<file path="src/include/adc_frontend_pkg.sv">
package adc_frontend_pkg;
  // Register offsets on the core's register bus
  localparam logic [7:0] CTRL_ZERO_ADDR = 8'hdc;
  localparam logic [7:0] TRIM_ADDR      = 8'he6;
  localparam logic [7:0] ACLK_DIV_ADDR  = 8'hf6;
  localparam logic [7:0] MUX_ADDR       = 8'hd7;
  localparam logic [7:0] DEC_LO_ADDR    = 8'hd8;
  localparam logic [7:0] DEC_HI_ADDR    = 8'hd9;
  localparam logic [7:0] STATUS_ADDR    = 8'hda;
  // Control register fields
  localparam int BURNOUT_BIT = 6;
  localparam int BUFFER_BIT  = 3;
  localparam int GAIN_LSB    = 0;
  localparam int GAIN_W      = 3;
  // Offset trim fields
  localparam int TRIM_SIGN_BIT = 7;
  localparam int TRIM_MAG_W    = 7;
  // Multiplexer fields
  localparam int MUX_POS_LSB  = 4;
  localparam int MUX_NEG_LSB  = 0;
  localparam int MUX_FIELD_W  = 4;
  localparam int NUM_INPUTS   = 8;
  localparam logic [7:0] MUX_TEMP_CODE = 8'hff;
  // Status fields
  localparam int STAT_READY_BIT = 0;
  // Reset values
  localparam logic [7:0]  CTRL_RESET  = 8'h00;
  localparam logic [7:0]  TRIM_RESET  = 8'h00;
  localparam logic [7:0]  DIV_RESET   = 8'h00;
  localparam logic [7:0]  MUX_RESET   = 8'h01;
  localparam logic [15:0] DEC_RESET   = 16'h0100;
  // Clock chain
  localparam int DIV_W       = 8;
  localparam int MOD_W       = 6;
  localparam int MOD_FACTOR  = 64;
  localparam int DEC_W       = 16;
endpackage

</file>
<file path="src/hdl/adc_frontend_clock_control.sv">
`timescale 1ns/1ps
// Behaviour
// - Analog clock is system clock over divider plus one; modulator is that over 64.
// - One result per decimation-ratio count of modulator clock periods.
// - Offset trim is sign-magnitude: bit 7 sign, bits 6..0 magnitude.
// - Multiplexer code all ones connects temperature diodes, opens all channels.
// - Any input pair may be positive and negative, including swapped polarity.
// - Burnout bit enables source on positive and sink on negative input.
// - Buffer bit in control register switches the input buffer in or out.
// - Gain setting picks one of eight powers of two, 1 to 128.
module adc_frontend_clock_control
  import adc_frontend_pkg::*;
(
  // Clock and reset
  input  wire logic                  i_clk_sys,
  input  wire logic                  i_rst,
  // Register bus
  input  wire logic [7:0]            i_sfr_addr,
  input  wire logic                  i_sfr_wr,
  input  wire logic                  i_sfr_rd,
  input  wire logic [7:0]            i_sfr_wdata,
  output logic      [7:0]            o_sfr_rdata,
  // Analog front end controls
  output logic [NUM_INPUTS-1:0]      o_pos_sel,
  output logic [NUM_INPUTS-1:0]      o_neg_sel,
  output logic                       o_temp_diode_en,
  output logic                       o_burnout_detect_enable,
  output logic                       o_buffer_en,
  output logic [GAIN_W-1:0]          o_gain_amplifier_setting,
  output logic                       o_trim_sign,
  output logic [TRIM_MAG_W-1:0]      o_trim_magnitude,
  // Clock chain ticks
  output logic                       o_aclk_tick,
  output logic                       o_mod_tick,
  output logic                       o_data_tick
);
  typedef struct packed {
    logic [7:0]            ctrl;
    logic [7:0]            trim;
    logic [7:0]            div;
    logic [7:0]            mux;
    logic [DEC_W-1:0]      dec;
    logic                  ready;
    logic [7:0]            rdata;
    logic [NUM_INPUTS-1:0] pos;
    logic [NUM_INPUTS-1:0] neg;
    logic                  temp;
  } fe_state_t;

  fe_state_t st_q;
  fe_state_t st_d;

  logic [NUM_INPUTS-1:0] pos_dec;
  logic [NUM_INPUTS-1:0] neg_dec;
  logic [DEC_W-1:0]      dec_reload;
  logic                  aclk_tick;
  logic                  mod_tick;
  logic                  data_tick;

  // One-hot channel decode of the written code
  for (genvar i = 0; i < NUM_INPUTS; i++) begin : g_sel
    assign pos_dec[i] = (i_sfr_wdata != MUX_TEMP_CODE) &&
      (i_sfr_wdata[MUX_POS_LSB +: MUX_FIELD_W] == MUX_FIELD_W'(i));
    assign neg_dec[i] = (i_sfr_wdata != MUX_TEMP_CODE) &&
      (i_sfr_wdata[MUX_NEG_LSB +: MUX_FIELD_W] == MUX_FIELD_W'(i));
  end

  // Ratio zero behaves as ratio one
  assign dec_reload = (st_q.dec == '0) ? '0 : st_q.dec - 1'b1;

  always_comb begin
    st_d       = st_q;
    st_d.rdata = st_q.rdata;
    if (i_sfr_rd) begin
      if (i_sfr_addr == CTRL_ZERO_ADDR) begin
        st_d.rdata = st_q.ctrl;
      end else if (i_sfr_addr == TRIM_ADDR) begin
        st_d.rdata = st_q.trim;
      end else if (i_sfr_addr == ACLK_DIV_ADDR) begin
        st_d.rdata = st_q.div;
      end else if (i_sfr_addr == MUX_ADDR) begin
        st_d.rdata = st_q.mux;
      end else if (i_sfr_addr == DEC_LO_ADDR) begin
        st_d.rdata = st_q.dec[7:0];
      end else if (i_sfr_addr == DEC_HI_ADDR) begin
        st_d.rdata = st_q.dec[15:8];
      end else if (i_sfr_addr == STATUS_ADDR) begin
        st_d.rdata = {7'h00, st_q.ready};
        st_d.ready = 1'b0;
      end else begin
        st_d.rdata = 8'h00;
      end
    end
    if (i_sfr_wr) begin
      if (i_sfr_addr == CTRL_ZERO_ADDR) begin
        st_d.ctrl = i_sfr_wdata;
      end else if (i_sfr_addr == TRIM_ADDR) begin
        st_d.trim = i_sfr_wdata;
      end else if (i_sfr_addr == ACLK_DIV_ADDR) begin
        st_d.div = i_sfr_wdata;
      end else if (i_sfr_addr == MUX_ADDR) begin
        st_d.mux  = i_sfr_wdata;
        st_d.temp = (i_sfr_wdata == MUX_TEMP_CODE);
        st_d.pos  = pos_dec;
        st_d.neg  = neg_dec;
      end else if (i_sfr_addr == DEC_LO_ADDR) begin
        st_d.dec[7:0] = i_sfr_wdata;
      end else if (i_sfr_addr == DEC_HI_ADDR) begin
        st_d.dec[15:8] = i_sfr_wdata;
      end
    end
    // New result beats a clearing read
    if (data_tick) begin
      st_d.ready = 1'b1;
    end
  end

  always_ff @(posedge i_clk_sys) begin
    if (i_rst) begin
      st_q       <= '0;
      st_q.ctrl  <= CTRL_RESET;
      st_q.trim  <= TRIM_RESET;
      st_q.div   <= DIV_RESET;
      st_q.mux   <= MUX_RESET;
      st_q.dec   <= DEC_RESET;
      st_q.neg   <= NUM_INPUTS'(1) << 1;
      st_q.pos   <= NUM_INPUTS'(1);
    end else begin
      st_q <= st_d;
    end
  end

  // Analog clock from system clock
  clk_tick_divider #(.W(DIV_W)) u_aclk_div (
    .i_clk_sys (i_clk_sys),
    .i_rst     (i_rst),
    .i_step    (1'b1),
    .i_reload  (st_q.div),
    .o_tick    (aclk_tick)
  );

  // Modulator clock, fixed factor
  clk_tick_divider #(.W(MOD_W)) u_mod_div (
    .i_clk_sys (i_clk_sys),
    .i_rst     (i_rst),
    .i_step    (aclk_tick),
    .i_reload  (MOD_W'(MOD_FACTOR - 1)),
    .o_tick    (mod_tick)
  );

  // Output word rate
  clk_tick_divider #(.W(DEC_W)) u_data_div (
    .i_clk_sys (i_clk_sys),
    .i_rst     (i_rst),
    .i_step    (mod_tick),
    .i_reload  (dec_reload),
    .o_tick    (data_tick)
  );

  assign o_sfr_rdata              = st_q.rdata;
  assign o_pos_sel                = st_q.pos;
  assign o_neg_sel                = st_q.neg;
  assign o_temp_diode_en          = st_q.temp;
  assign o_burnout_detect_enable  = st_q.ctrl[BURNOUT_BIT];
  assign o_buffer_en              = st_q.ctrl[BUFFER_BIT];
  assign o_gain_amplifier_setting = st_q.ctrl[GAIN_LSB +: GAIN_W];
  assign o_trim_sign              = st_q.trim[TRIM_SIGN_BIT];
  assign o_trim_magnitude         = st_q.trim[TRIM_MAG_W-1:0];
  assign o_aclk_tick              = aclk_tick;
  assign o_mod_tick               = mod_tick;
  assign o_data_tick              = data_tick;

  // Checking helpers
  logic [8:0]  gap_q;
  logic [7:0]  div_prev_q;
  logic [7:0]  div_lat_q;
  logic        aclk_seen_q;
  logic [6:0]  acnt_q;
  logic        mod_seen_q;
  logic [16:0] mcnt_q;
  logic        data_seen_q;
  logic        dec_wr_q;
  logic        dec_wr_p;
  logic        dec_wr;

  assign dec_wr = i_sfr_wr &&
    (i_sfr_addr == DEC_LO_ADDR || i_sfr_addr == DEC_HI_ADDR);

  always_ff @(posedge i_clk_sys) begin
    if (i_rst) begin
      gap_q <= '0;
      div_prev_q <= '0;
      div_lat_q <= '0;
      aclk_seen_q <= 1'b0;
      acnt_q <= '0;
      mod_seen_q <= 1'b0;
      mcnt_q <= '0;
      data_seen_q <= 1'b0;
      dec_wr_q <= 1'b0;
      dec_wr_p <= 1'b0;
    end else begin
      div_prev_q <= st_q.div;
      gap_q <= aclk_tick ? 9'h001 : gap_q + 9'h001;
      if (aclk_tick) begin
        div_lat_q <= div_prev_q;
        aclk_seen_q <= 1'b1;
      end
      if (mod_tick) begin
        acnt_q <= {6'h00, aclk_tick};
        mod_seen_q <= 1'b1;
      end else if (aclk_tick) begin
        acnt_q <= acnt_q + 7'h01;
      end
      if (data_tick) begin
        mcnt_q <= {16'h0000, mod_tick};
        data_seen_q <= 1'b1;
      end else if (mod_tick) begin
        mcnt_q <= mcnt_q + 17'h00001;
      end
      // A write just before a tick misses the next interval, which still runs on the old ratio
      dec_wr_p <= dec_wr;
      dec_wr_q <= dec_wr || (dec_wr_q && (!data_tick || dec_wr_p));
    end
  end
endmodule

</file>
<file path="src/hdl/clk_tick_divider.sv">
`timescale 1ns/1ps
module clk_tick_divider #(
  parameter int W = 8
) (
  // Clock and reset
  input  wire logic         i_clk_sys,
  input  wire logic         i_rst,
  // Step and reload
  input  wire logic         i_step,
  input  wire logic [W-1:0] i_reload,
  // Terminal tick
  output logic              o_tick
);
  typedef struct packed {
    logic [W-1:0] count;
    logic         tick;
  } div_state_t;

  div_state_t st_q;
  div_state_t st_d;

  always_comb begin
    st_d      = st_q;
    st_d.tick = 1'b0;
    if (i_step) begin
      if (st_q.count == '0) begin
        st_d.count = i_reload;
        st_d.tick  = 1'b1;
      end else begin
        st_d.count = st_q.count - 1'b1;
      end
    end
  end

  always_ff @(posedge i_clk_sys) begin
    if (i_rst) begin
      st_q <= '0;
    end else begin
      st_q <= st_d;
    end
  end

  assign o_tick = st_q.tick;
endmodule

</file>
<file path="config.mk">
export PLATFORM = sky130hd
export DESIGN_NAME = adc_frontend_clock_control
export DESIGN_NICKNAME = d
export VERILOG_FILES = /design/src/include/adc_frontend_pkg.sv /design/src/hdl/adc_frontend_clock_control.sv /design/src/hdl/clk_tick_divider.sv
export SDC_FILE = /design/constraint.sdc
export NUM_CORES = 1
export LEC_CHECK = 0
export ABC_AREA = 1
export BUFFER_PORTS_ARGS = -buffer_cell sky130_fd_sc_hd__buf_2
export CORE_AREA = 2 2 130 132
export CTS_CLUSTER_DIAMETER = 200
export DETAILED_ROUTE_END_ITERATION = 10
export DIE_AREA = 0 0 132 134
export HOLD_SLACK_MARGIN = 0.1
export PLACE_DENSITY_LB_ADDON = 0.3
export SYNTH_ARGS = -nofsm -noshare
export SYNTH_HDL_FRONTEND = slang
export SYNTH_HIERARCHICAL = 1
export SYNTH_SLANG_ARGS = --single-unit
</file>
<file path="constraint.sdc">
create_clock -name i_clk_sys -period 2.3 [get_ports i_clk_sys]
set_input_delay 0.46 -clock i_clk_sys [delete_from_list [all_inputs] [get_ports i_clk_sys]]
set_output_delay 0.46 -clock i_clk_sys [all_outputs]
set_load 0.03 [all_outputs]
</file>
==> results.py <==
metrics = {
    "status": {
        "status": "completed",
    },
    "floorplan": {
        "die-area_sq_mm": 0.0177,
        "start_util_pct": 39.1,
        "io_pins": 61,
        "fp.dieH_um": 134,
        "rows": 47,
        "fp.coreArea_sq_mm": 0.0163,
        "die_w_um": 132,
    },
    "detailed_routing": {
        "vias_per_cell": 4.82,
        "vias": 5905,
        "drtIter0Drc": 371,
        "first_pass_iters": 6,
        "drc": 0,
        "drt_wl_total_um": 16100,
        "antenna_left": 0,
        "wl_per_cell_um": 13.1,
    },
    "sta": {
        "max-slew-margin-rel_pct": 61.7,
        "layout_min_cycle_time_ps": 1930,
        "grt_setup_unrepaired": "false",
        "fin_crit_sh_pct": 83.8,
        "finalSetupViolations": 0,
        "tightest_slew_ps": 573,
        "finalMaxSlewViolations": 0,
        "setup_tns_ps": 0,
        "fin_skew_ps": 7.13,
        "hold_viol_final": 0,
        "fmax_mhz": 519,
    },
    "place": {
        "dp_cells": 1208,
        "post-dp-hpwl_um": 11500,
        "port_buffers": 60,
        "gp_congestion": 0.850,
    },
    "global_routing": {
        "antenna_found_initial": 0,
        "grt_pass1_wl_um": 26800,
        "grt_max_degree": 67,
        "grt_pass1_vias": 5375,
        "grtUsageTotal_pct": 18.4,
        "gr-total-overflow": 0,
    },
    "final_layout": {
        "area_growth_pct": 8.99,
        "layout-drive-gt1-share_pct": 14.6,
        "nets": 1027,
        "final_cell_mix": "nand2_1 (161), nor2_1 (140), inv_1 (120), dfxtp_1 (107), o21ai_0 (105)",
        "layout_commonest_cell": "nand2_1",
        "fillers": 1754,
        "diodes": 0,
        "final_cells": 1224,
    },
    "clocking": {
        "htreeDepth": 3,
        "cts_root_buf": "clkbuf_16",
        "hold_buffers": 0,
        "insertion_delay_ps": 360,
        "cts_sinks": 107,
        "path_clk_slew_ps": 80,
        "cts_buffer_depth": 2,
        "numCtsBuffers": 9,
        "cts_tree": "yes",
    },
    "pwr": {
        "powerDensity_mw_per_mm2": 834,
        "p_leak_nw": 3.24,
        "finalPower_mw": 5.79,
        "peakVddDrop_mv": 0.391,
    },
    "setup_path": {
        "crit_path_end_kind": "register",
        "cp_max_fo": 4,
        "arrival_ps": 2150,
        "rrSetupSlack_ps": 370,
        "worst-setup-path-type": "register to register",
        "crit_path_start_kind": "register",
        "worstPathRequired_ps": 2530,
    },
    "yosys": {
        "ys_seq_elements": 107,
        "synth_enable_flop_cells": 0,
        "async_reset_ff_share_pct": 0,
        "yosys_warnings": 6,
        "syn_area_sq_mm": 0.00637,
        "syn_avg_cell_area_sq_um": 6.53,
        "synth_cells": 976,
        "synth-main-ff-cell": "dfxtp_1",
        "synthDistinctLibCells": 34,
        "ys_seq_area_share_pct": 33.6,
    },
    "min_path": {
        "hold_path_class": "register to register",
    },
    "flow_run": {
        "drv_cap": 0,
    },
}
-- metal layers --
layer	vias up	routed length (um)	track usage, %	part of all wire [%]
li1	3134	-	-	-
met1	2648	7700	24.4	48
met2	107	7520	30.8	47
met3	16	546	2.04	3.4
met4	0	282	7.19	1.8
met5	-	0	0	0
-- worst max-delay path, stage by stage, from the launching register on --
cell,delay (ps)
dfxtp_1,340
inv_1,130
nand3_1,150
nor2_1,250
nand4_1,230
nor2_1,180
nand2_1,70
nand2_1,60
nor2_1,50
inv_1,50
nand3_1,100
nand2_1,80
inv_1,40
nand2_1,40
a21oi_1,50
-- power breakdown --
group          internal, mW  leakage, nW  total, mW  switching, mW
clock network         0.780        0.134       1.53          0.750
registers              1.97        0.865       2.09          0.122
logic                 0.749         2.24       2.17           1.42
total                  3.50         3.24       5.79           2.29
-- logic make-up (layout without fill, tap and decap cells) --
| family | Yosys count | after routing | share of synthesized area (%) |
|---|---|---|---|
| AOI/OAI and AO/OA | 194 | 194 | 15.5 |
| other | 1 | 10 | 0.0589 |
| and+or+nand+nor | 461 | 461 | 34.1 |
| DFF | 107 | 107 | 33.6 |
| adders and majority gates | 8 | 8 | 1.57 |
| buffers and inverters | 196 | 215 | 14.0 |
| xor gates and xnor gates | 9 | 9 | 1.24 |
-- synth_stat cells (2+ instances only) --
cell	count	area share, %
nand2_1	161	9.5
nor2_1	140	8.2
inv_1	120	7.1
dfxtp_1	107	34
o21ai_0	105	8.2
a21oi_1	82	6.4
nand3_1	77	6.0
buf_4	38	4.5
clkbuf_1	22	1.3
nor3_1	14	1.1
nand2_2	13	1.3
nor2_4	13	2.3
nand4_1	12	1.2
nor2_2	12	1.2
ha_1	8	1.6
inv_2	8	0.47
xor2_1	8	1.1
buf_2	6	0.47
nand3b_1	4	0.47
o211ai_1	4	0.47
or2_2	3	0.29
nand2_4	2	0.35
nand3_2	2	0.31
nor2_8	2	0.63
nor3_4	2	0.51
nor4_1	2	0.20
o21ai_1	2	0.16
-- through the flow --
stage                     setup slack (ps)  cell area, sq um  util [%]  hold slack [ps]
after floorplan                        564              6400         -              425
after global placement                 334              6650      40.8              437
after detailed placement               283              6650      40.8              442
after CTS                              272              6940      42.6              460
after global routing                   140              6940      42.6              479
final                                  374              6940      42.6              462
-- registers in the layout, summed over array words and instances (netlist names), 3 cells and up --
name	flops
o_trim_magnitude	7
o_pos_sel	8
st_q	36
u_mod_div/st_q	6
o_sfr_rdata	8
u_data_div/st_q	16
u_aclk_div/st_q	8
o_gain_amplifier_setting	3
o_neg_sel	8
-- what timing repair did --
item,CTS,global route
setup buffers,0,0
endpoints found under the setup margin,0,2
resized for setup,0,1
-- area by class of cell --
| class | instances | area (sq um) | area share (%) |
|---|---|---|---|
| inverter | 129 | 487 | 7.01 |
| clock inverter | 5 | 43.8 | 0.631 |
| sequential | 107 | 2140 | 30.8 |
| multi-input combinational | 682 | 3380 | 48.6 |
| tap | 220 | 275 | 3.96 |
| clock buffer | 11 | 243 | 3.50 |
| timing repair buffer | 70 | 375 | 5.41 |
-- path summary, 6_finish.rpt --
check	start	end	depth (start not counted)
worst max-delay path	st_q[26]$_SDFFE_PP0P_	u_data_div/st_q[16]$_SDFFE_PP0P_	14
worst min-delay path	o_burnout_detect_enable$_SDFFE_PP0P_	o_burnout_detect_enable$_SDFFE_PP0P_	2
worst max register to register	st_q[26]$_SDFFE_PP0P_	u_data_div/st_q[16]$_SDFFE_PP0P_	14
worst min register to register	o_burnout_detect_enable$_SDFFE_PP0P_	o_burnout_detect_enable$_SDFFE_PP0P_	2
Power figures use the tool's default switching activity.
